## src/include/ffz_pkg.sv

```systemverilog
// Constants, register map and state codes for the freeze mode entry controller
package ffz_pkg;

  // Pad bank size
  localparam int NUM_PADS = 8;
  localparam int KIND_W = 2;

  // Clock and timing figures
  localparam int CLK_FREQ_MHZ = 200;
  localparam int ENTRY_TIME_US = 1;
  localparam int EXIT_TIME_US = 1;
  localparam int PLL_STOP_TIME_US = 1;
  localparam int ENTRY_LIMIT_CYCLES = ENTRY_TIME_US * CLK_FREQ_MHZ;
  localparam int EXIT_LIMIT_CYCLES = EXIT_TIME_US * CLK_FREQ_MHZ;
  localparam int PLL_STOP_LIMIT_CYCLES = PLL_STOP_TIME_US * CLK_FREQ_MHZ;
  // Two cycles are kept back for the state register and the pad register stage
  localparam int ENTRY_SETTLE_CYCLES = ENTRY_LIMIT_CYCLES - 2;
  localparam int EXIT_SETTLE_CYCLES = EXIT_LIMIT_CYCLES - 2;
  localparam int CNT_W = 8;
  localparam logic [CNT_W-1:0] ENTRY_LAST = CNT_W'(ENTRY_SETTLE_CYCLES - 1);
  localparam logic [CNT_W-1:0] EXIT_LAST = CNT_W'(EXIT_SETTLE_CYCLES - 1);

  // Register bus
  localparam int ADDR_W = 5;
  localparam int DATA_W = 32;
  localparam logic [ADDR_W-1:0] OFS_CTRL = 5'h00;
  localparam logic [ADDR_W-1:0] OFS_PAD_KIND = 5'h04;
  localparam logic [ADDR_W-1:0] OFS_PULL_EN = 5'h08;
  localparam logic [ADDR_W-1:0] OFS_PULL_UP = 5'h0C;
  localparam logic [ADDR_W-1:0] OFS_STATUS = 5'h10;
  localparam logic [ADDR_W-1:0] OFS_FREEZE_COUNT = 5'h14;

  // Field positions
  localparam int CTRL_GATE_MACRO_BIT = 0;
  localparam int STATUS_STATE_LSB = 0;
  localparam int STATUS_REQ_N_BIT = 4;
  localparam int STATUS_LSE_BIT = 5;
  localparam int STATUS_PLL_RUN_BIT = 6;
  localparam int STATUS_ABORT_BIT = 7;
  localparam int COUNT_W = 16;

  // Reset values
  localparam logic CTRL_GATE_MACRO_RST = 1'b0;
  localparam logic [NUM_PADS*KIND_W-1:0] PAD_KIND_RST = 16'h0000;
  localparam logic [NUM_PADS-1:0] PULL_EN_RST = 8'h00;
  localparam logic [NUM_PADS-1:0] PULL_UP_RST = 8'h00;

  // Buffer kinds per pad
  localparam logic [KIND_W-1:0] KIND_INPUT = 2'h0;
  localparam logic [KIND_W-1:0] KIND_OUTPUT = 2'h1;
  localparam logic [KIND_W-1:0] KIND_BIDIR = 2'h2;

  typedef enum logic [3:0] {
    FFZ_NORMAL = 4'b0001,
    FFZ_ENTERING = 4'b0010,
    FFZ_FROZEN = 4'b0100,
    FFZ_EXITING = 4'b1000
  } ffz_state_t;

endpackage

```

## src/hdl/ffz_pad_cell.sv

```systemverilog
// One I/O pad state cell: normal pass-through and freeze-time pad state
`timescale 1ns/1ps
`default_nettype none
module ffz_pad_cell
  import ffz_pkg::*;
(
  input wire logic clk,
  input wire logic sys_rst,
  input wire logic frozen,
  input wire logic [ffz_pkg::KIND_W-1:0] kind,
  input wire logic pull_en,
  input wire logic pull_up,
  input wire logic core_out,
  input wire logic core_oe,
  input wire logic pad_in,
  output logic pad_out,
  output logic pad_oe,
  output logic pad_pull_en,
  output logic pad_pull_up,
  output logic core_in
);
  logic pad_out_r, pad_out_nxt;
  logic pad_oe_r, pad_oe_nxt;
  logic pull_en_r, pull_en_nxt;
  logic pull_up_r, pull_up_nxt;
  logic core_in_r, core_in_nxt;
  logic drive_req;

  always_comb begin
    // Bidirectional buffer acts as output when its enable is high, else as input
    if (kind == KIND_OUTPUT) begin
      drive_req = 1'b1;
    end else if (kind == KIND_BIDIR) begin
      drive_req = core_oe;
    end else begin
      drive_req = 1'b0;
    end
    pad_out_nxt = core_out;
    pull_en_nxt = pull_en;
    pull_up_nxt = pull_up;
    if (frozen) begin
      pad_oe_nxt = 1'b0;
      core_in_nxt = 1'b1;
    end else begin
      pad_oe_nxt = drive_req;
      core_in_nxt = pad_in;
    end
  end

  always_ff @(posedge clk) begin
    if (sys_rst) begin
      pad_out_r <= 1'b0;
      pad_oe_r <= 1'b0;
      pull_en_r <= 1'b0;
      pull_up_r <= 1'b0;
      core_in_r <= 1'b1;
    end else begin
      pad_out_r <= pad_out_nxt;
      pad_oe_r <= pad_oe_nxt;
      pull_en_r <= pull_en_nxt;
      pull_up_r <= pull_up_nxt;
      core_in_r <= core_in_nxt;
    end
  end

  assign pad_out = pad_out_r;
  assign pad_oe = pad_oe_r;
  assign pad_pull_en = pull_en_r;
  assign pad_pull_up = pull_up_r;
  assign core_in = core_in_r;
endmodule
`default_nettype wire

```

## src/hdl/ffz_freeze_ctrl.sv

```systemverilog
// Freeze mode entry and exit controller with pad state control and register slave
//
// Design decisions made here: the Avalon-MM slave port and the register addresses.
`timescale 1ns/1ps
`default_nettype none

// Summary of operation
// - Gated variant freezes only with request pin low and enable high together.
// - Enable input affects nothing but gating of freeze entry.
// - Request pin asserts low; enable input asserts high.
// - Enable input takes part only in the gated variant.
// - Pin-only variant: pin deasserted runs normally, asserted means frozen.
// - Gated variant stays normal if pin deasserted, or pin asserted without enable.
// - Frozen inputs and bidirectional inputs present constant high to core.
// - Pads without weak pull go high impedance when frozen.
// - Pads with weak pull keep that pull while frozen.
// - Gated entry completes within 1 us of both conditions asserted.
// - Exit completes within 1 us of pin deasserted, enable ignored.
// - Loop clocks stop within 1 us of entry condition becoming true.
module ffz_freeze_ctrl
  import ffz_pkg::*;
(
  input wire logic clk,
  input wire logic sys_rst,
  input wire logic [ffz_pkg::ADDR_W-1:0] avs_address,
  input wire logic avs_read,
  input wire logic avs_write,
  input wire logic [ffz_pkg::DATA_W-1:0] avs_writedata,
  input wire logic [3:0] avs_byteenable,
  output logic [ffz_pkg::DATA_W-1:0] avs_readdata,
  output logic avs_waitrequest,
  input wire logic freeze_request_n,
  input wire logic low_static_enable,
  input wire logic [ffz_pkg::NUM_PADS-1:0] pad_in,
  input wire logic [ffz_pkg::NUM_PADS-1:0] core_out,
  input wire logic [ffz_pkg::NUM_PADS-1:0] core_oe,
  output logic [ffz_pkg::NUM_PADS-1:0] pad_out,
  output logic [ffz_pkg::NUM_PADS-1:0] pad_oe,
  output logic [ffz_pkg::NUM_PADS-1:0] pad_pull_en,
  output logic [ffz_pkg::NUM_PADS-1:0] pad_pull_up,
  output logic [ffz_pkg::NUM_PADS-1:0] core_in,
  output logic pll_clk_enable,
  output logic freeze_active
);
  import ffz_pkg::*;

  // Freeze sequencer state
  ffz_state_t state_r, state_nxt;
  logic [CNT_W-1:0] cnt_r, cnt_nxt;
  logic pll_run_r, pll_run_nxt;
  logic frozen_r, frozen_nxt;
  logic entry_cond;
  logic request_on;
  logic gate_on;
  logic abort_evt;
  logic enter_evt;

  // Register file state
  logic gate_macro_r, gate_macro_nxt;
  logic [NUM_PADS*KIND_W-1:0] pad_kind_r, pad_kind_nxt;
  logic [NUM_PADS-1:0] pull_en_r, pull_en_nxt;
  logic [NUM_PADS-1:0] pull_up_r, pull_up_nxt;
  logic abort_r, abort_nxt;
  logic [COUNT_W-1:0] freeze_count_r, freeze_count_nxt;

  // Bus slave state
  logic ack_r, ack_nxt;
  logic [DATA_W-1:0] rdata_r, rdata_nxt;
  logic req;
  logic wr_go;
  logic [DATA_W-1:0] rd_word;
  logic [DATA_W-1:0] be_mask;

  // Entry condition
  always_comb begin
    request_on = ~freeze_request_n;
    gate_on = low_static_enable;
    // Enable input only gates entry and only in the gated variant
    if (gate_macro_r) begin
      entry_cond = request_on & gate_on;
    end else begin
      entry_cond = request_on;
    end
  end

  // Sequencer next state
  always_comb begin
    state_nxt = state_r;
    cnt_nxt = cnt_r;
    abort_evt = 1'b0;
    enter_evt = 1'b0;
    case (state_r)
      FFZ_NORMAL: begin
        cnt_nxt = '0;
        if (entry_cond) begin
          state_nxt = FFZ_ENTERING;
        end
      end
      FFZ_ENTERING: begin
        // A dropped condition mid-entry returns to normal instead of freezing
        if (!entry_cond) begin
          state_nxt = FFZ_NORMAL;
          cnt_nxt = '0;
          abort_evt = 1'b1;
        end else if (cnt_r == ENTRY_LAST) begin
          state_nxt = FFZ_FROZEN;
          cnt_nxt = '0;
          enter_evt = 1'b1;
        end else begin
          cnt_nxt = cnt_r + 1'b1;
        end
      end
      FFZ_FROZEN: begin
        cnt_nxt = '0;
        // Exit depends on the pin alone
        if (freeze_request_n) begin
          state_nxt = FFZ_EXITING;
        end
      end
      FFZ_EXITING: begin
        // Exit always runs to completion before the pin is looked at again
        if (cnt_r == EXIT_LAST) begin
          state_nxt = FFZ_NORMAL;
          cnt_nxt = '0;
        end else begin
          cnt_nxt = cnt_r + 1'b1;
        end
      end
      default: begin
        state_nxt = FFZ_NORMAL;
        cnt_nxt = '0;
      end
    endcase
    // Loop clocks stop as soon as entry starts, well inside the limit
    pll_run_nxt = (state_nxt == FFZ_NORMAL);
    frozen_nxt = (state_nxt == FFZ_FROZEN) || (state_nxt == FFZ_EXITING);
  end

  always_ff @(posedge clk) begin
    if (sys_rst) begin
      state_r <= FFZ_NORMAL;
      cnt_r <= '0;
      pll_run_r <= 1'b1;
      frozen_r <= 1'b0;
    end else begin
      state_r <= state_nxt;
      cnt_r <= cnt_nxt;
      pll_run_r <= pll_run_nxt;
      frozen_r <= frozen_nxt;
    end
  end

  assign pll_clk_enable = pll_run_r;
  assign freeze_active = frozen_r;

  // Pad cells
  genvar gi;
  generate
    for (gi = 0; gi < NUM_PADS; gi++) begin : g_pad
      ffz_pad_cell u_pad (
        .clk(clk),
        .sys_rst(sys_rst),
        .frozen(frozen_r),
        .kind(pad_kind_r[gi*KIND_W +: KIND_W]),
        .pull_en(pull_en_r[gi]),
        .pull_up(pull_up_r[gi]),
        .core_out(core_out[gi]),
        .core_oe(core_oe[gi]),
        .pad_in(pad_in[gi]),
        .pad_out(pad_out[gi]),
        .pad_oe(pad_oe[gi]),
        .pad_pull_en(pad_pull_en[gi]),
        .pad_pull_up(pad_pull_up[gi]),
        .core_in(core_in[gi])
      );
    end
  endgenerate

  // Bus slave: one wait cycle on every access, answer on the second
  always_comb begin
    req = avs_read | avs_write;
    avs_waitrequest = req & ~ack_r;
    wr_go = avs_write & ack_r;
    ack_nxt = req & ~ack_r;
    be_mask = {{8{avs_byteenable[3]}}, {8{avs_byteenable[2]}},
               {8{avs_byteenable[1]}}, {8{avs_byteenable[0]}}};
    rd_word = '0;
    if (avs_address == OFS_CTRL) begin
      rd_word[CTRL_GATE_MACRO_BIT] = gate_macro_r;
    end else if (avs_address == OFS_PAD_KIND) begin
      rd_word[NUM_PADS*KIND_W-1:0] = pad_kind_r;
    end else if (avs_address == OFS_PULL_EN) begin
      rd_word[NUM_PADS-1:0] = pull_en_r;
    end else if (avs_address == OFS_PULL_UP) begin
      rd_word[NUM_PADS-1:0] = pull_up_r;
    end else if (avs_address == OFS_STATUS) begin
      rd_word[STATUS_STATE_LSB +: 4] = state_r;
      rd_word[STATUS_REQ_N_BIT] = freeze_request_n;
      rd_word[STATUS_LSE_BIT] = low_static_enable;
      rd_word[STATUS_PLL_RUN_BIT] = pll_run_r;
      rd_word[STATUS_ABORT_BIT] = abort_r;
    end else if (avs_address == OFS_FREEZE_COUNT) begin
      rd_word[COUNT_W-1:0] = freeze_count_r;
    end else begin
      rd_word = '0;
    end
    if (avs_read && !ack_r) begin
      rdata_nxt = rd_word;
    end else begin
      rdata_nxt = rdata_r;
    end
  end

  // Register writes
  always_comb begin
    gate_macro_nxt = gate_macro_r;
    pad_kind_nxt = pad_kind_r;
    pull_en_nxt = pull_en_r;
    pull_up_nxt = pull_up_r;
    abort_nxt = abort_r;
    freeze_count_nxt = freeze_count_r;
    if (wr_go) begin
      if (avs_address == OFS_CTRL) begin
        if (avs_byteenable[0]) begin
          // Variant changes take effect on the next evaluation of the entry condition
          gate_macro_nxt = avs_writedata[CTRL_GATE_MACRO_BIT];
        end
      end else if (avs_address == OFS_PAD_KIND) begin
        pad_kind_nxt = (pad_kind_r & ~be_mask[NUM_PADS*KIND_W-1:0]) |
                       (avs_writedata[NUM_PADS*KIND_W-1:0] & be_mask[NUM_PADS*KIND_W-1:0]);
      end else if (avs_address == OFS_PULL_EN) begin
        if (avs_byteenable[0]) begin
          pull_en_nxt = avs_writedata[NUM_PADS-1:0];
        end
      end else if (avs_address == OFS_PULL_UP) begin
        if (avs_byteenable[0]) begin
          pull_up_nxt = avs_writedata[NUM_PADS-1:0];
        end
      end else if (avs_address == OFS_STATUS) begin
        if (avs_byteenable[0] && avs_writedata[STATUS_ABORT_BIT]) begin
          abort_nxt = 1'b0;
        end
      end else begin
        abort_nxt = abort_r;
      end
    end
    // Hardware set beats a software clear in the same cycle
    if (abort_evt) begin
      abort_nxt = 1'b1;
    end
    if (enter_evt) begin
      freeze_count_nxt = freeze_count_r + 1'b1;
    end
  end

  always_ff @(posedge clk) begin
    if (sys_rst) begin
      gate_macro_r <= CTRL_GATE_MACRO_RST;
      pad_kind_r <= PAD_KIND_RST;
      pull_en_r <= PULL_EN_RST;
      pull_up_r <= PULL_UP_RST;
      abort_r <= 1'b0;
      freeze_count_r <= '0;
      ack_r <= 1'b0;
      rdata_r <= '0;
    end else begin
      gate_macro_r <= gate_macro_nxt;
      pad_kind_r <= pad_kind_nxt;
      pull_en_r <= pull_en_nxt;
      pull_up_r <= pull_up_nxt;
      abort_r <= abort_nxt;
      freeze_count_r <= freeze_count_nxt;
      ack_r <= ack_nxt;
      rdata_r <= rdata_nxt;
    end
  end

  assign avs_readdata = rdata_r;
endmodule
`default_nettype wire

```

## config.mk

```make
export PLATFORM = sky130hd
export DESIGN_NAME = ffz_freeze_ctrl
export DESIGN_NICKNAME = d
export VERILOG_FILES = /design/src/include/ffz_pkg.sv /design/src/hdl/ffz_pad_cell.sv /design/src/hdl/ffz_freeze_ctrl.sv
export SDC_FILE = /design/constraint.sdc
export NUM_CORES = 1
export LEC_CHECK = 0
export ABC_AREA = 1
export BUFFER_PORTS_ARGS = -buffer_cell sky130_fd_sc_hd__buf_4
export CAP_MARGIN = 10
export CORE_MARGIN = 2
export CORE_UTILIZATION = 48
export CTS_CLUSTER_SIZE = 10
export DETAILED_ROUTE_END_ITERATION = 8
export PLACE_DENSITY = 0.81
export REMOVE_ABC_BUFFERS = 1
export SYNTH_ARGS = -nofsm -noshare
export SYNTH_HDL_FRONTEND = slang
export SYNTH_SLANG_ARGS = --single-unit
```

## constraint.sdc

```tcl
create_clock -name clk -period 1.5 [get_ports clk]
set_input_delay 0.075 -clock clk [delete_from_list [all_inputs] [get_ports clk]]
set_output_delay 0.075 -clock clk [all_outputs]
set_load 0.01 [all_outputs]
```

Yosys cells after proc, flatten, opt, wreduce, memory -nomap -nowiden

Cells that the tools add are included.
Widths: inputs -> output; s select.

Bitwise operators: 13
Reduce and logical (&&, ||, !) cells: 14
Add/sub/neg operators: 2
Equal/unequal tests: 33
Muxes and demuxes: 49

Operator list:

| kind                  | count |
|---|---|
| $mux 8                | 8 |
| $and 16x16->16        | 2 |
| $mux 16               | 2 |
| $mux 1                | 31 |
| $mux 31               | 1 |
| $mux 4                | 5 |
| $add 16x1->16 const B | 1 |
| $eq 2x1->1 const B    | 8 |
| $eq 2x2->1 const B    | 8 |
| $not 16->16           | 1 |
| $or 16x16->16         | 1 |
| $pmux 4 s4            | 1 |
| $pmux 8 s2            | 1 |
| $eq 5x4->1 const B    | 2 |
| $eq 5x5->1 const B    | 2 |
| $add 8x1->8 const B   | 1 |
| $eq 4x1->1 const B    | 2 |
| $eq 4x3->1 const B    | 2 |
| $eq 4x4->1 const B    | 2 |
| $eq 8x8->1 const B    | 1 |
| $ne 2x2->1 const B    | 4 |
| $reduce_and 7->1      | 1 |
| $reduce_and 3->1      | 2 |
| $reduce_and 6->1      | 1 |
| other kinds (12)      | 21 |

Bits of input ports: 71
Flip-flop bits (word level): 137
Word-level logic and storage cells: 163
Output and inout bits: 75

Logic depth before layout (Yosys ltp)

Gate-level depths: netlist of run 1.

Depth after elaboration: 9
Depth in mapped cells: 9
Mapped depth without buffers: 8

Hierarchy

From an unflattened synthesis of run 1, not the netlist that was laid out.

Cell total of the unflattened synthesis: 716
Area total of the unflattened synthesis: 5263.8 µm²

By module, submodules not included:

| module          | seq. area each (µm²) | area an instance (µm²) | times used | cells each |
|---|---|---|---|---|
| ffz_freeze_ctrl | 1621.6               | 4042.6                 | 1          | 572 |
| ffz_pad_cell    | 100.1                | 152.6                  | 8          | 18 |

Worst setup path before layout of run 1

OpenSTA, ideal clock, no wires.

Path type: flip-flop to flip-flop
From: register ack_r
To: register pull_up_r[5]
Cell stages (with the launch flop): 9
Path slack: 0.110 ns
Library setup time: 0.116 ns
Required time: 1.384 ns
Path buffers: 2
Data arrival time: 1.275 ns
Period minus slack after synthesis: 1.390 ns
Path through: dfxtp_1 > nand2_1 > inv_1 > nand2_1 > or2_1 > buf_6 > buf_6 > o21ai_2 > a21oi_2

Cells in the longest elaborated chain, start to end: 2

RTL lines:

| element                    | line                   | RTL |
|---|---|---|
| start: declaration         | ffz_freeze_ctrl.sv:67  | `logic ack_r, ack_nxt;` |
| start signal: assignment   | ffz_freeze_ctrl.sv:273 | `ack_r <= ack_nxt;` |
| $and 1x1->1                | ffz_freeze_ctrl.sv:183 | `wr_go = avs_write & ack_r;` |
| $reduce_and 6->1 (no line) | --                     |  |
| end signal: assignment     | ffz_freeze_ctrl.sv:270 | `pull_up_r <= pull_up_nxt;` |
| end: declaration           | ffz_freeze_ctrl.sv:62  | `logic [NUM_PADS-1:0] pull_up_r, pull_up_nxt;` |

Every way passes these cells.
A chain may end at the register's enable or synchronous reset.

Worst setup path in the final report of run 1

From: register ack_r
To: register rdata_r[2] (netlist: avs_readdata[2])

Cells in the longest elaborated chain, start to end: 2

RTL lines:

| element                | line                   | RTL |
|---|---|---|
| $logic_not 1->1        | ffz_freeze_ctrl.sv:207 | `if (avs_read && !ack_r) begin` |
| $logic_and 1x1->1      | ffz_freeze_ctrl.sv:207 |  |
| end signal: assignment | ffz_freeze_ctrl.sv:274 | `rdata_r <= rdata_nxt;` |
| end: declaration       | ffz_freeze_ctrl.sv:68  | `logic [DATA_W-1:0] rdata_r, rdata_nxt;` |

Every way passes these cells.

==> results of run 1 <==
[per-layer routing]
| metal | track usage, % | vias up | wire, µm |
|---|---|---|---|
| li1 | - | 2596 | - |
| met4 | 11.9 | 0 | 455 |
| met1 | 28.1 | 2459 | 5990 |
| met3 | 5.39 | 39 | 773 |
| met5 | 0 | - | 0 |
| met2 | 39.9 | 202 | 7320 |
[Yosys cell counts, types with 6 or more instances]
library cell               instances  share of area, %
sky130_fd_sc_hd__a211oi_1          8               1.1
sky130_fd_sc_hd__a21oi_1          70               6.3
sky130_fd_sc_hd__buf_2             7              0.63
sky130_fd_sc_hd__buf_4            60               8.1
sky130_fd_sc_hd__clkbuf_1         15               1.0
sky130_fd_sc_hd__dfxtp_1         121                44
sky130_fd_sc_hd__inv_1            73               4.9
sky130_fd_sc_hd__nand2_1         127               8.6
sky130_fd_sc_hd__nand3_1          26               2.3
sky130_fd_sc_hd__nand4_1          36               4.1
sky130_fd_sc_hd__nor2_1           89               6.0
sky130_fd_sc_hd__nor2_4            6               1.2
sky130_fd_sc_hd__o21ai_0          38               3.4
sky130_fd_sc_hd__o21ai_1           8              0.72
sky130_fd_sc_hd__or2_2            11               1.2
sky130_fd_sc_hd__xor2_1            7               1.1
[path summary, 6_finish.rpt]
| kind | endpoint | slack (ns) | cells past startpoint |
|---|---|---|---|
| worst max register to register | avs_readdata[2] | 0.06 | 9 |
| worst min-delay path | state_r[2] | 0.05 | 4 |
| worst max-delay path | avs_readdata[2] | 0.06 | 9 |
| worst min register to register | g_pad[6].u_pad.pad_pull_en | 0.45 | 2 |
[cells by family after synthesis]
group                    share of synthesized area (%)
AO/OA/AOI/OAI                                     12.9
XOR/XNOR                                          1.74
adder cells (fa/ha/maj)                          0.678
buffers and inverters                             15.7
flip-flops                                        43.7
other                                           0.0677
AND/OR/NAND/NOR                                   25.2
[metrics by stage]
step | utilization (%) | cell area [µm²]
after detailed placement | 55.5 | 6290
final | 66.1 | 7480
after global routing | 66.1 | 7480
after global placement | 55.5 | 6290
after floorplan | - | 5020
after CTS | 65.1 | 7370
[power groups by stage]
stage	registers, µW	clock network, µW	logic (µW)
floorplan	3360	0	192
global placement	3350	0	498
detailed placement	3350	0	504
CTS	3280	4500	598
global route	3290	4660	670
finish	3280	4460	620
[worst min-delay path, delay by kind of cell]
kind	cells	cell delay (ns)
buf+inv	2	0.16
compound gates	1	0.07
simple gates	1	0.11
[layout make-up]
type | count | area (µm²) | share of cell area, %
Timing Repair Buffer | 190 | 1560 | 20.9
Tap cell | 143 | 179 | 2.39
Clock buffer | 22 | 494 | 6.60
Sequential cell | 121 | 2430 | 32.4
Timing Repair inverter | 1 | 7.51 | 0.100
Inverter | 78 | 302 | 4.03
Clock inverter | 10 | 163 | 2.17
Multi-Input combinational cell | 469 | 2350 | 31.4
[what timing repair did]
item                                   4_1_cts  5_1_grt
resized for setup                            0       21
buffers inserted                             0        4
endpoints found under the hold margin       57        0
setup endpoints to repair                    0       44
hold buffers                                43        0
==> results summary, run 1 <==
The fraction of synthesis flops using an asynchronous set or reset pin came out at 0%. The global route total overflow came out at 0. The first routing iteration left 502 violations. The transition time at the pin with the least slew margin is 0.559 ns. The number of levels the H-tree was split into came out at 4. The portion of total power attributed to combinational logic came out at 7.4%. The prevailing post-synth register cell is sky130_fd_sc_hd__dfxtp_1. The cell family contributing the most delay on the critical path is simple AND/OR/NAND/NOR gates. The synthesized instance count came out at 739. The floorplan row count is 39. The clock share of power came out at 53.3%. The data arrival time of the critical path came out at 1.78 ns. The critical path data required time is 1.84 ns. In the global route stage, overall resource usage came out at 23.5%. The number of filler cells placed in the layout came out at 904. Counting flops with a built-in enable in the synthesized netlist gives 0. The tree built by TritonCTS fans out to 121 sinks.

The number of warnings issued by yosys is 0. For this run, the post-layout net count is 952. Leaving out filler cells and counting taps, the final layout contains 1,034. The final critical-path required period came out at 1.44 ns. The final period utilization is 96.2%.

The tree is rooted in a sky130_fd_sc_hd__clkbuf_16. The wire length of the first global-routing pass came out at 23.3 mm. The number of placed instances with taps included came out at 954.

The library cell used most frequently in the layout, excluding fill and tap cells, is sky130_fd_sc_hd__buf_4. Internal power comes to 6560 µW. The post-detailed-route DRC marker count came out at 0.

Tracing the worst setup path back leads to its startpoint at ack_r. Entering global routing, the biggest net connects 48 pins. Compared with the post-synthesis result, the final layout area differs by 35.1%. The signal on the critical path passes through buf_4 > nor2_2 > buf_4 > nand2_2 > inv_2 > nand2_1 > nor2_1 > nand2_1 > a21oi_1. The per-cell routed wire length is 14.1 µm.

Setup repair after global routing could not meet its margin everywhere. After synthesis, flip-flops and latches occupy 43.7% of the total area. The path class of the tightest hold or removal check is input pin to register.

Sequential cells account for 39.3% of the total power. The number of endpoints failing setup at the final stage is 0. For the final routed database, the setup TNS stands at 0 ns.

The via count of the routed design is 5,296. The initial antenna violation count came out at 0. The average size of a mapped cell came out at 7.50 µm². In this run the critical register-to-register path is launched from ack_r. The post-synthesis cell area is 5540 µm².

In this run the tightest slew margin relative to its limit is 62.7%. The chip width is 111 µm. The peak ir drop on the vdd network came out at 1040 µV. STA classifies the critical path startpoint as a register. The clock transition time at the flip-flop clock pins of the worst setup and hold paths came out at 0.06 ns.

0 antenna diodes ended up in the layout. The standard cell core area is 11,300 µm². The count of nets left with antenna violations once routing finished came out at 0. The number of unique standard cell types used by synthesis is 35.

The clock skew after layout is 0.00551 ns. At the end of routability-driven placement, the weighted congestion stood at 0.869. The final setup slack of the worst path came out at 0.0564 ns.

The number of port buffers is 111. The number of buffers and inverters on the critical path is 3. The initial core utilization is 48.9%. The final max-slew violation count is 0. The top-level port count came out at 146.

Timing would allow up to 0.693 GHz. The half-perimeter wire length of the detailed placement result is 9.41 mm. The power dissipated by switching net loads is 1800 µW. The highest cell delay on the worst timing path came out at 0.32 ns. The number of buffers created by CTS is 17. The final number of hold-violating endpoints came out at 0.

STA classifies the critical path endpoint as a register. The sum of internal, switching and leakage power came out at 8360 µW. The proportion of layout cells with a drive suffix above 1 came out at 25.5%. In this run the most critical hold path is launched from freeze_request_n. The largest individual stage delay along the critical path comes from the cell sky130_fd_sc_hd__dfxtp_1. From bottom edge to top edge, the die measures 111 µm. The total of max-cap violations came out at 0. The register bit count reported by yosys came out at 121. The post-placement setup slack is 0.0321 ns. The leakage power figure is 0.00320 µW. The buffer depth of the longest clock path came out at 2. The post-detailed-route via-to-cell ratio came out at 5.12.

The via count of the first global-routing pass is 4,909. TritonCTS built the clock tree. The run finished with clean final reports. Leaving out fill and tap cells, the most frequent cells in the layout are sky130_fd_sc_hd__buf_4, sky130_fd_sc_hd__nand2_1, sky130_fd_sc_hd__dfxtp_1, sky130_fd_sc_hd__nor2_1, sky130_fd_sc_hd__inv_1. The setup path with the least slack is of type register to register. The total power density per cell area came out at 1120 nW/µm². The wire length reported by the detailed router came out at 14.5 mm.

The later pin in the worst-skew pair is clocked with a latency of 0.42 ns. The tightest hold margin came out at 0.0504 ns. The top fanout value on the critical path came out at 8.

The first-pass iteration count of the detailed router is 6. The full die area came out at 12,400 µm². The switching part of the total power is 21.6%.
Note: power is estimated with default switching activity, not from simulation.
==> run 2: changes to the inputs <==
--- a/config.mk
+++ b/config.mk
@@ -9,11 +9,12 @@
 export BUFFER_PORTS_ARGS = -buffer_cell sky130_fd_sc_hd__buf_4
 export CAP_MARGIN = 10
 export CORE_MARGIN = 2
-export CORE_UTILIZATION = 48
+export CORE_UTILIZATION = 50
 export CTS_CLUSTER_SIZE = 10
 export DETAILED_ROUTE_END_ITERATION = 8
-export PLACE_DENSITY = 0.81
+export PLACE_DENSITY = 0.8
 export REMOVE_ABC_BUFFERS = 1
+export SETUP_SLACK_MARGIN = 0.4
 export SYNTH_ARGS = -nofsm -noshare
 export SYNTH_HDL_FRONTEND = slang
 export SYNTH_SLANG_ARGS = --single-unit
==> constraint.sdc (replaced) <==
create_clock -name clk -period 1.9 [get_ports clk]
set_input_delay 0.095 -clock clk [delete_from_list [all_inputs] [get_ports clk]]
set_output_delay 0.095 -clock clk [all_outputs]
set_load 0.01 [all_outputs]
==> run 2 against run 1 <==
  * First-iteration DRC count fell by 27%
  * Setup slack better by 0.44 ns
  * Combinational power decreased by 23%
  * Critical path depth down 1
  * Flip-flop and latch count stayed put
  * Final cell count is 1.9% lower
  * Largest cell class unchanged
==> results summary, run 2 (synthesis results as in run 1) <==
The terminus of the critical flop-to-flop path is pull_en_r[2]. The upper clock frequency limit came out at 0.711 GHz (+2.6%). The highest cell delay on the worst timing path is 0.39 ns (+0.07 ns). The sequential cell area is 2430 µm² (+0.10%). The clock sink total is 121 (unchanged). The number of levels the H-tree was split into came out at 4 (unchanged). The buffer depth of the longest clock path was 2 (unchanged). In the layout the commonest cells are sky130_fd_sc_hd__buf_4, sky130_fd_sc_hd__nand2_1, sky130_fd_sc_hd__dfxtp_1, sky130_fd_sc_hd__nor2_1, sky130_fd_sc_hd__inv_1. The number of endpoints failing setup at the final stage came out at 0 (unchanged). The critical path's slowest cell is sky130_fd_sc_hd__dfxtp_1. The most common library cell in the layout ignoring fill and taps is sky130_fd_sc_hd__buf_4.

The post-detailed-route via-to-cell ratio came to 5.05 (-1.4%). The tree is rooted in a sky130_fd_sc_hd__clkbuf_8. The total power density per cell area is 872 nW/µm² (-22%). STA classifies the critical path endpoint as a register.

The proportion of layout cells with a drive suffix above 1 is 24.0% (-1.4 points). The worst setup path is of the register to register kind. The relative area change from synthesis to final layout is 31.7%.

The wire length reported by the detailed router came out at 14.3 mm (-1.9%). The aggregate global-route resource usage came out at 24.6% (+1.0 points). The clock share of power is 51.7% (-1.6 points). The insertion delay of the later-clocked pin in the worst-skew pair came out at 0.52 ns (+0.10 ns). The portion of total power attributed to combinational logic came out at 7.5% (about the same).

The largest net degree at the start of global routing is 51 (+6.3%). The number of port buffers is 111 (unchanged). The area of the multi-input gates is 2350 µm² (+0.16%).

The chip width came out at 109 µm (-2.0%). The proportion of power drawn by flip-flops and latches came out at 40.8% (+1.5 points). The worst reg-to-reg path cell count came out at 8 (-1). The residual antenna-violating net count after detailed routing is 0 (unchanged).

The post-layout utilization of the core is 67.3% (+1.2 points). The via count of the routed design is 5,120 (-3.3%). The total of max-cap violations is 0 (unchanged). The number of filler cells placed in the layout came out at 867 (-4.1%). The data arrival time of the critical path came to 1.85 ns (+0.07 ns). The sum of negative setup slack came out at 0 ns (unchanged). The switching part of the total power came out at 23.2% (+1.7 points). The per-cell routed wire length is 14.1 µm (about the same).

The leakage power figure is 0.00310 µW (-3.3%). The number of buffers created by CTS came out at 17 (unchanged). The run finished with clean final reports. The clock skew after layout is 0.00771 ns (+0.00220 ns). The first-pass iteration count of the detailed router came out at 5 (-1).

The full die area came out at 11,900 µm² (-3.9%). The worst setup path is launched from a register. The standard cell core area came to 10,800 µm² (-4.2%). The global route total overflow is 0 (unchanged). The signal on the critical path passes through nand2_1 > inv_2 > nand2_1 > buf_4 > nor2_2 > buf_4 > o21ai_0 > a21oi_1.

The internal reg-to-reg setup slack came to 0.49 ns (+0.44 ns). The transition time at the pin with the least slew margin came out at 0.598 ns (+0.0388 ns). The post-detailed-route DRC marker count was 0 (unchanged).

The final estimated routing congestion in global placement is 0.934 (+7.5%). The internal power contribution is 4880 µW (-26%). The top-level port count is 146 (unchanged).

The floorplan row count came to 38 (-2.6%). The final critical-path required period is 1.41 ns (-0.0367 ns). The wire length of the first global-routing pass is 22.7 mm (-2.9%).

The number of design-rule violations left by the first detailed-router iteration is 367 (-27%). The top fanout value on the critical path came out at 8 (unchanged). The min-delay analysis places its worst path in the category input pin to register. The via count of the first global-routing pass is 4,749 (-3.3%). The antenna diode count came to 0 (unchanged). The net count reported at finish was 935 (-1.8%).

The initial core utilization came out at 51.1% (+2.2 points). The cell depth of the worst hold path came out at 4 (unchanged). The tightest slew margin relative to the limit is 60.1% (-2.6 points).

The clock transition time at the flip-flop clock pins of the worst setup and hold paths is 0.06 ns (about the same). The initial antenna violation count is 0 (unchanged). The worst hold path terminates at abort_r. The critical path data required time is 2.34 ns (+0.50 ns). The final max-slew violation count is 0 (unchanged). The clock tree from TritonCTS is built. Setup repair after global routing could not meet its margin everywhere. The half-perimeter wire length of the detailed placement result is 8.94 mm (-5.0%).

The startpoint of the most critical register-to-register path is ack_r. The final number of hold-violating endpoints was 0 (unchanged). The final period utilization is 74.0% (-22 points). The die height came out at 109 µm (-2.0%). The peak ir drop on the vdd network is 700 µV (-33%). The worst hold path begins at low_static_enable. The power dissipated by switching net loads is 1480 µW (-18%).
==> run 2: changes by cell type in the layout (fill, tap and decap cells not counted), moves of 2 or more <==
cell	delta
sky130_fd_sc_hd__clkinvlp_4	-3
sky130_fd_sc_hd__clkbuf_8	-2
sky130_fd_sc_hd__clkinv_4	+2
sky130_fd_sc_hd__dfxtp_2	+2
sky130_fd_sc_hd__inv_6	+3
sky130_fd_sc_hd__buf_4	-16
sky130_fd_sc_hd__dfxtp_1	-2
sky130_fd_sc_hd__dlygate4sd3_1	+2
==> run 2: routing by layer <==
layer | wire, µm | part of all wire (%) | up-vias | global-route usage [%]
met5 | 0 | 0 | - | 0
met4 | 383 | 2.7 | 0 | 11.3
met3 | 1020 | 7.1 | 34 | 6.87
met2 | 7050 | 49 | 197 | 40.8
met1 | 5810 | 41 | 2319 | 29.4
li1 | - | - | 2570 | -
==> run 2: how the worst max path moves through the flow <==
stage / from / slack [ns] / endpoint
6_report: ack_r / 0.49 / pull_en_r[2]
5_1_grt: ack_r / 0.39 / pull_en_r[2]
3_5_place_dp: avs_address[2] / 0.28 / register
3_3_place_gp: avs_address[2] / 0.32 / register
2_1_floorplan: cnt_r[0] / 0.39 / freeze_count_r[13]
4_1_cts: state_r[2] / 0.40 / cnt_r[2]
==> run 2: critical path: cells and delay by family, from the launching register on <==
kind / cells / cell delay, ns
and+or+nand+nor: 3 / 0.28
DFF: 1 / 0.39
buffers and inverters: 3 / 0.41
AOI/OAI and AO/OA: 2 / 0.26
==> run 2: cell type report <==
class	instances	share of cell area, %
flip-flops and latches	121	33.3
clock inverters	12	2.25
inverters	78	4.08
repair buffers	174	19.6
clock buffers	20	6.11
multi-input cells	469	32.3
well taps	140	2.40
==> run 2: through the flow <==
stage / power, µW / hold WS (ns) / setup slack, ns / cell area [µm²] / cells
after global routing: 6570 / 0.0487 / 0.386 / 7300 / 1014
after detailed placement: 3030 / 0.285 / 0.276 / 6140 / 933
final: 6360 / 0.0411 / 0.493 / 7300 / 1014
after global placement: 3020 / 0.282 / 0.323 / 6140 / 933
after floorplan: 2810 / 0.164 / 0.389 / 5020 / 668
after CTS: 6380 / 0.0256 / 0.395 / 7210 / 1010
==> run 2: power by group through the flow <==
| stage | clock [µW] | combinational [µW] | sequential, µW |
|---|---|---|---|
| 3_5_place_dp | 0 | 382 | 2640 |
| 5_1_grt | 3460 | 518 | 2590 |
| 3_3_place_gp | 0 | 376 | 2640 |
| 4_1_cts | 3330 | 462 | 2590 |
| 2_1_floorplan | 0 | 152 | 2650 |
| 6_report | 3290 | 477 | 2590 |
==> run 2: what timing repair did <==
item                                    in CTS  in global routing
pin swaps                                    0                  2
gates resized for setup                      5                 18
buffers inserted                             0                  4
endpoints found under the hold margin       67                  0
cloned                                       0                  0
endpoints found under the setup margin      13                 43
hold buffers                                45                  0
==> run 3: changes to the inputs <==
--- a/config.mk
+++ b/config.mk
@@ -9,10 +9,10 @@
 export BUFFER_PORTS_ARGS = -buffer_cell sky130_fd_sc_hd__buf_4
 export CAP_MARGIN = 10
 export CORE_MARGIN = 2
-export CORE_UTILIZATION = 50
+export CORE_UTILIZATION = 48
 export CTS_CLUSTER_SIZE = 10
 export DETAILED_ROUTE_END_ITERATION = 8
-export PLACE_DENSITY = 0.8
+export PLACE_DENSITY = 0.81
 export REMOVE_ABC_BUFFERS = 1
 export SETUP_SLACK_MARGIN = 0.4
 export SYNTH_ARGS = -nofsm -noshare
==> constraint.sdc (replaced) <==
create_clock -name clk -period 1.25 [get_ports clk]
set_input_delay 0.0625 -clock clk [delete_from_list [all_inputs] [get_ports clk]]
set_output_delay 0.0625 -clock clk [all_outputs]
set_load 0.01 [all_outputs]
==> run 3 against run 2 <==
  * The flow now finishes with violations (setup timing)
  * Via count grew 25%
  * Sequential share of layout area shrank 5.3 points
  * Combinational power grew 110%
  * Non-clock buffer count grew 79
  * Core utilization grew 12 points
  * Maximum frequency shrank 3.6%
  * Final cell count grew 8.4%
  * Critical path depth grew 1
  * Clock skew grew 0.0013 ns
  * Routed wire length grew 54%
  * Power grew 56%
  * Sequential power grew 53%
  * Critical path type unchanged
  * Critical endpoint is now freeze_count_r[11]
==> results summary, run 3 (synthesis results as in run 1) <==
In the layout the commonest cells are sky130_fd_sc_hd__buf_4, sky130_fd_sc_hd__nand2_1, sky130_fd_sc_hd__buf_6, sky130_fd_sc_hd__dfxtp_2, sky130_fd_sc_hd__inv_1. The number of design-rule violations left by the first detailed-router iteration is 833 (+130%). The type of the worst setup path is register to register. The floorplan row count is 39 (+2.6%).

The highest cell delay on the worst timing path is 0.36 ns (-0.03 ns). The top fanout value on the critical path came out at 3 (-5). The first-pass iteration count of the detailed router is 7 (+2). The post-detailed-route DRC marker count is 0 (unchanged). The insertion delay of the later-clocked pin in the worst-skew pair came out at 0.43 ns (-0.09 ns). The number of placed instances with taps included came out at 994 (+6.5%). The clock sink total is 121 (unchanged).

The sort of element at the start of the critical path is a register. The number of filler cells placed in the layout is 571 (-34%). The data arrival time of the critical path came out at 1.74 ns (-0.11 ns). The aggregate global-route resource usage came to 28.9% (+4.4 points).

The wire length of the first global-routing pass came out at 28.7 mm (+27%). The final estimated routing congestion in global placement is 0.882 (-5.6%). The final setup slack of the worst path is -0.209 ns (-0.702 ns).

The cell sitting at the root of the clock tree is a sky130_fd_sc_hd__clkbuf_16. The cell family contributing the most delay on the critical path is simple AND/OR/NAND/NOR gates. The wire length reported by the detailed router came out at 22.0 mm (+54%). The number of endpoints failing setup at the final stage came out at 64 (+64). The total of max-cap violations came out at 0 (unchanged). The placement-stage cell area came to 6610 µm² (+7.8%). The top-level port count is 146 (unchanged).

The global route total overflow came to 0 (unchanged). The flow ran to the end, but the final reports show violations. The most common library cell in the layout ignoring fill and taps is sky130_fd_sc_hd__buf_4. The number of levels the H-tree was split into is 4 (unchanged). The tightest slew margin relative to the limit is 59.3% (-0.81 points). The initial antenna violation count came to 0 (unchanged).

The upper clock frequency limit is 0.685 GHz (-3.6%). The antenna diode count came out at 0 (unchanged). The standard cell core area came to 11,300 µm² (+4.4%). The net count reported at finish is 1,017 (+8.8%). The largest net degree at the start of global routing is 50 (-2.0%). The final number of hold-violating endpoints came out at 0 (unchanged). The buffer depth of the longest clock path is 2 (unchanged). The initial core utilization is 48.9% (-2.2 points). The clock tree from TritonCTS is built. The number of non-filler instances in the completed layout came to 1,099 (+8.4%).

Setup repair after global routing could not meet its margin everywhere. Among the stages of the critical path, the cell type that occurs most often is sky130_fd_sc_hd__nand2_1. The proportion of layout cells with a drive suffix above 1 came to 50.6% (+27 points). The relative area change from synthesis to final layout is 62.8%.

The final reports fail on setup timing. The largest individual stage delay along the critical path comes from the cell sky130_fd_sc_hd__dfxtp_4. The element type at the critical path end is a register. The final max-slew violation count came out at 0 (unchanged). The transition time at the pin with the least slew margin is 0.611 ns (+0.0128 ns). The clock skew after layout came out at 0.00902 ns (+0.00131 ns). The number of port buffers is 111 (unchanged). The full die area came to 12,400 µm² (+4.0%). The post-detailed-route via-to-cell ratio is 5.83 (+16%). The critical path data required time was 1.53 ns (-0.81 ns). The die height is 111 µm (+2.0%). The chip width came to 111 µm (+2.0%). The total non-filler cell area in the finished layout was 9020 µm² (+24%). The final period utilization is 117% (+43 points). The half-perimeter wire length of the detailed placement result came out at 10.3 mm (+15%).

The clock transition time at the flip-flop clock pins of the worst setup and hold paths came out at 0.06 ns (about the same). The number of buffers and inverters on the critical path is 2 (-1). The peak ir drop on the vdd network is 1100 µV (+58%).

The final critical-path required period is 1.46 ns (+0.0520 ns). The number of buffers created by CTS is 17 (unchanged). The leakage power figure is 0.00373 µW (+20%). The per-cell routed wire length came out at 20.0 µm (+42%). The via count of the first global-routing pass came to 5,943 (+25%). The via count of the routed design was 6,412 (+25%). In this run the worst hold path is classified as input pin to register. The critical path goes through buf_4 > nand2_1 > nor2_2 > buf_4 > nand3_1 > nand2_1 > nand2_1 > nand2_2 > a21oi_2. The total power density per cell area came out at 1100 nW/µm² (+26%). The residual antenna-violating net count after detailed routing is 0 (unchanged).
run 3: cell count changes in the layout (fill, tap and decap cells not counted), moves of 9 or more:
cell	previous run	this run
sky130_fd_sc_hd__buf_6	0	76
sky130_fd_sc_hd__dfxtp_1	116	47
sky130_fd_sc_hd__dfxtp_2	5	71
sky130_fd_sc_hd__o21ai_0	36	7
sky130_fd_sc_hd__a21oi_1	70	43
sky130_fd_sc_hd__a21oi_2	3	28
sky130_fd_sc_hd__o21ai_2	3	26
sky130_fd_sc_hd__nor2_1	84	62
sky130_fd_sc_hd__nand2_1	126	105
sky130_fd_sc_hd__nand2_2	1	13
sky130_fd_sc_hd__nor2_4	7	19
sky130_fd_sc_hd__nor2_2	6	16
sky130_fd_sc_hd__nand2_4	0	9
sky130_fd_sc_hd__o21ai_4	0	9
run 3: timing repair:
item / CTS / global route
endpoints found under the hold margin: 59 / 0
hold buffers: 44 / 0
cloned: 5 / 1
buffers inserted: 6 / 17
pin swaps: 33 / 25
setup endpoints to repair: 155 / 155
gates resized for setup: 247 / 119
run 3: area by class of cell:
| cell class | count | area, µm² | share of cell area (%) |
|---|---|---|---|
| Multi-Input combinational cell | 470 | 3000 | 33.2 |
| Tap cell | 143 | 179 | 1.98 |
| Timing Repair Buffer | 253 | 2410 | 26.7 |
| Sequential cell | 121 | 2520 | 28.0 |
| Clock buffer | 21 | 470 | 5.22 |
| Timing Repair inverter | 2 | 15.0 | 0.166 |
| Clock inverter | 11 | 121 | 1.35 |
| Inverter | 78 | 304 | 3.37 |
run 3: tightest hold or removal path: stages:
cell                      delay [ns]
sky130_fd_sc_hd__buf_4          0.12
sky130_fd_sc_hd__buf_4          0.20
sky130_fd_sc_hd__a21oi_2        0.04
run 3: worst paths after layout:
| check | startpoint | to | slack [ns] | cells after the start |
|---|---|---|---|---|
| worst min register to register | avs_readdata[8] | avs_readdata[8] | 0.48 | 2 |
| worst min-delay path | sys_rst | state_r[2] | 0.05 | 3 |
| worst max register to register | freeze_count_r[1] | freeze_count_r[11] | -0.21 | 9 |
| worst max-delay path | freeze_count_r[1] | freeze_count_r[11] | -0.21 | 9 |
run 3: layer usage:
metal / global-route usage [%] / share of wire [%]
met5: 0 / 0
met3: 7.68 / 9.0
met1: 32.4 / 34
met2: 49.8 / 49
met4: 16.5 / 7.9
run 3: report_power, final:
group / switching [µW] / internal (µW) / leakage (µW)
Clock: 1870 / 3080 / 0.000277
Sequential: 37.4 / 3910 / 0.00101
Combinational: 533 / 465 / 0.00244
Total: 2440 / 7460 / 0.00373
run 3: metrics by stage:
| stage | total power, µW | TNS [ns] | setup slack, ns | utilization, % | hold WS (ns) |
|---|---|---|---|---|---|
| 2_1_floorplan | 4270 | -7.31 | -0.261 | - | 0.132 |
| 3_3_place_gp | 4650 | -2.06 | -0.0702 | 58.4 | 0.250 |
| 3_5_place_dp | 4660 | -4.18 | -0.152 | 58.4 | 0.253 |
| 4_1_cts | 9680 | -0.181 | -0.0311 | 74.5 | 0.0227 |
| 5_1_grt | 10100 | -6.69 | -0.234 | 79.7 | 0.0533 |
| 6_report | 9890 | -4.64 | -0.209 | 79.7 | 0.0518 |
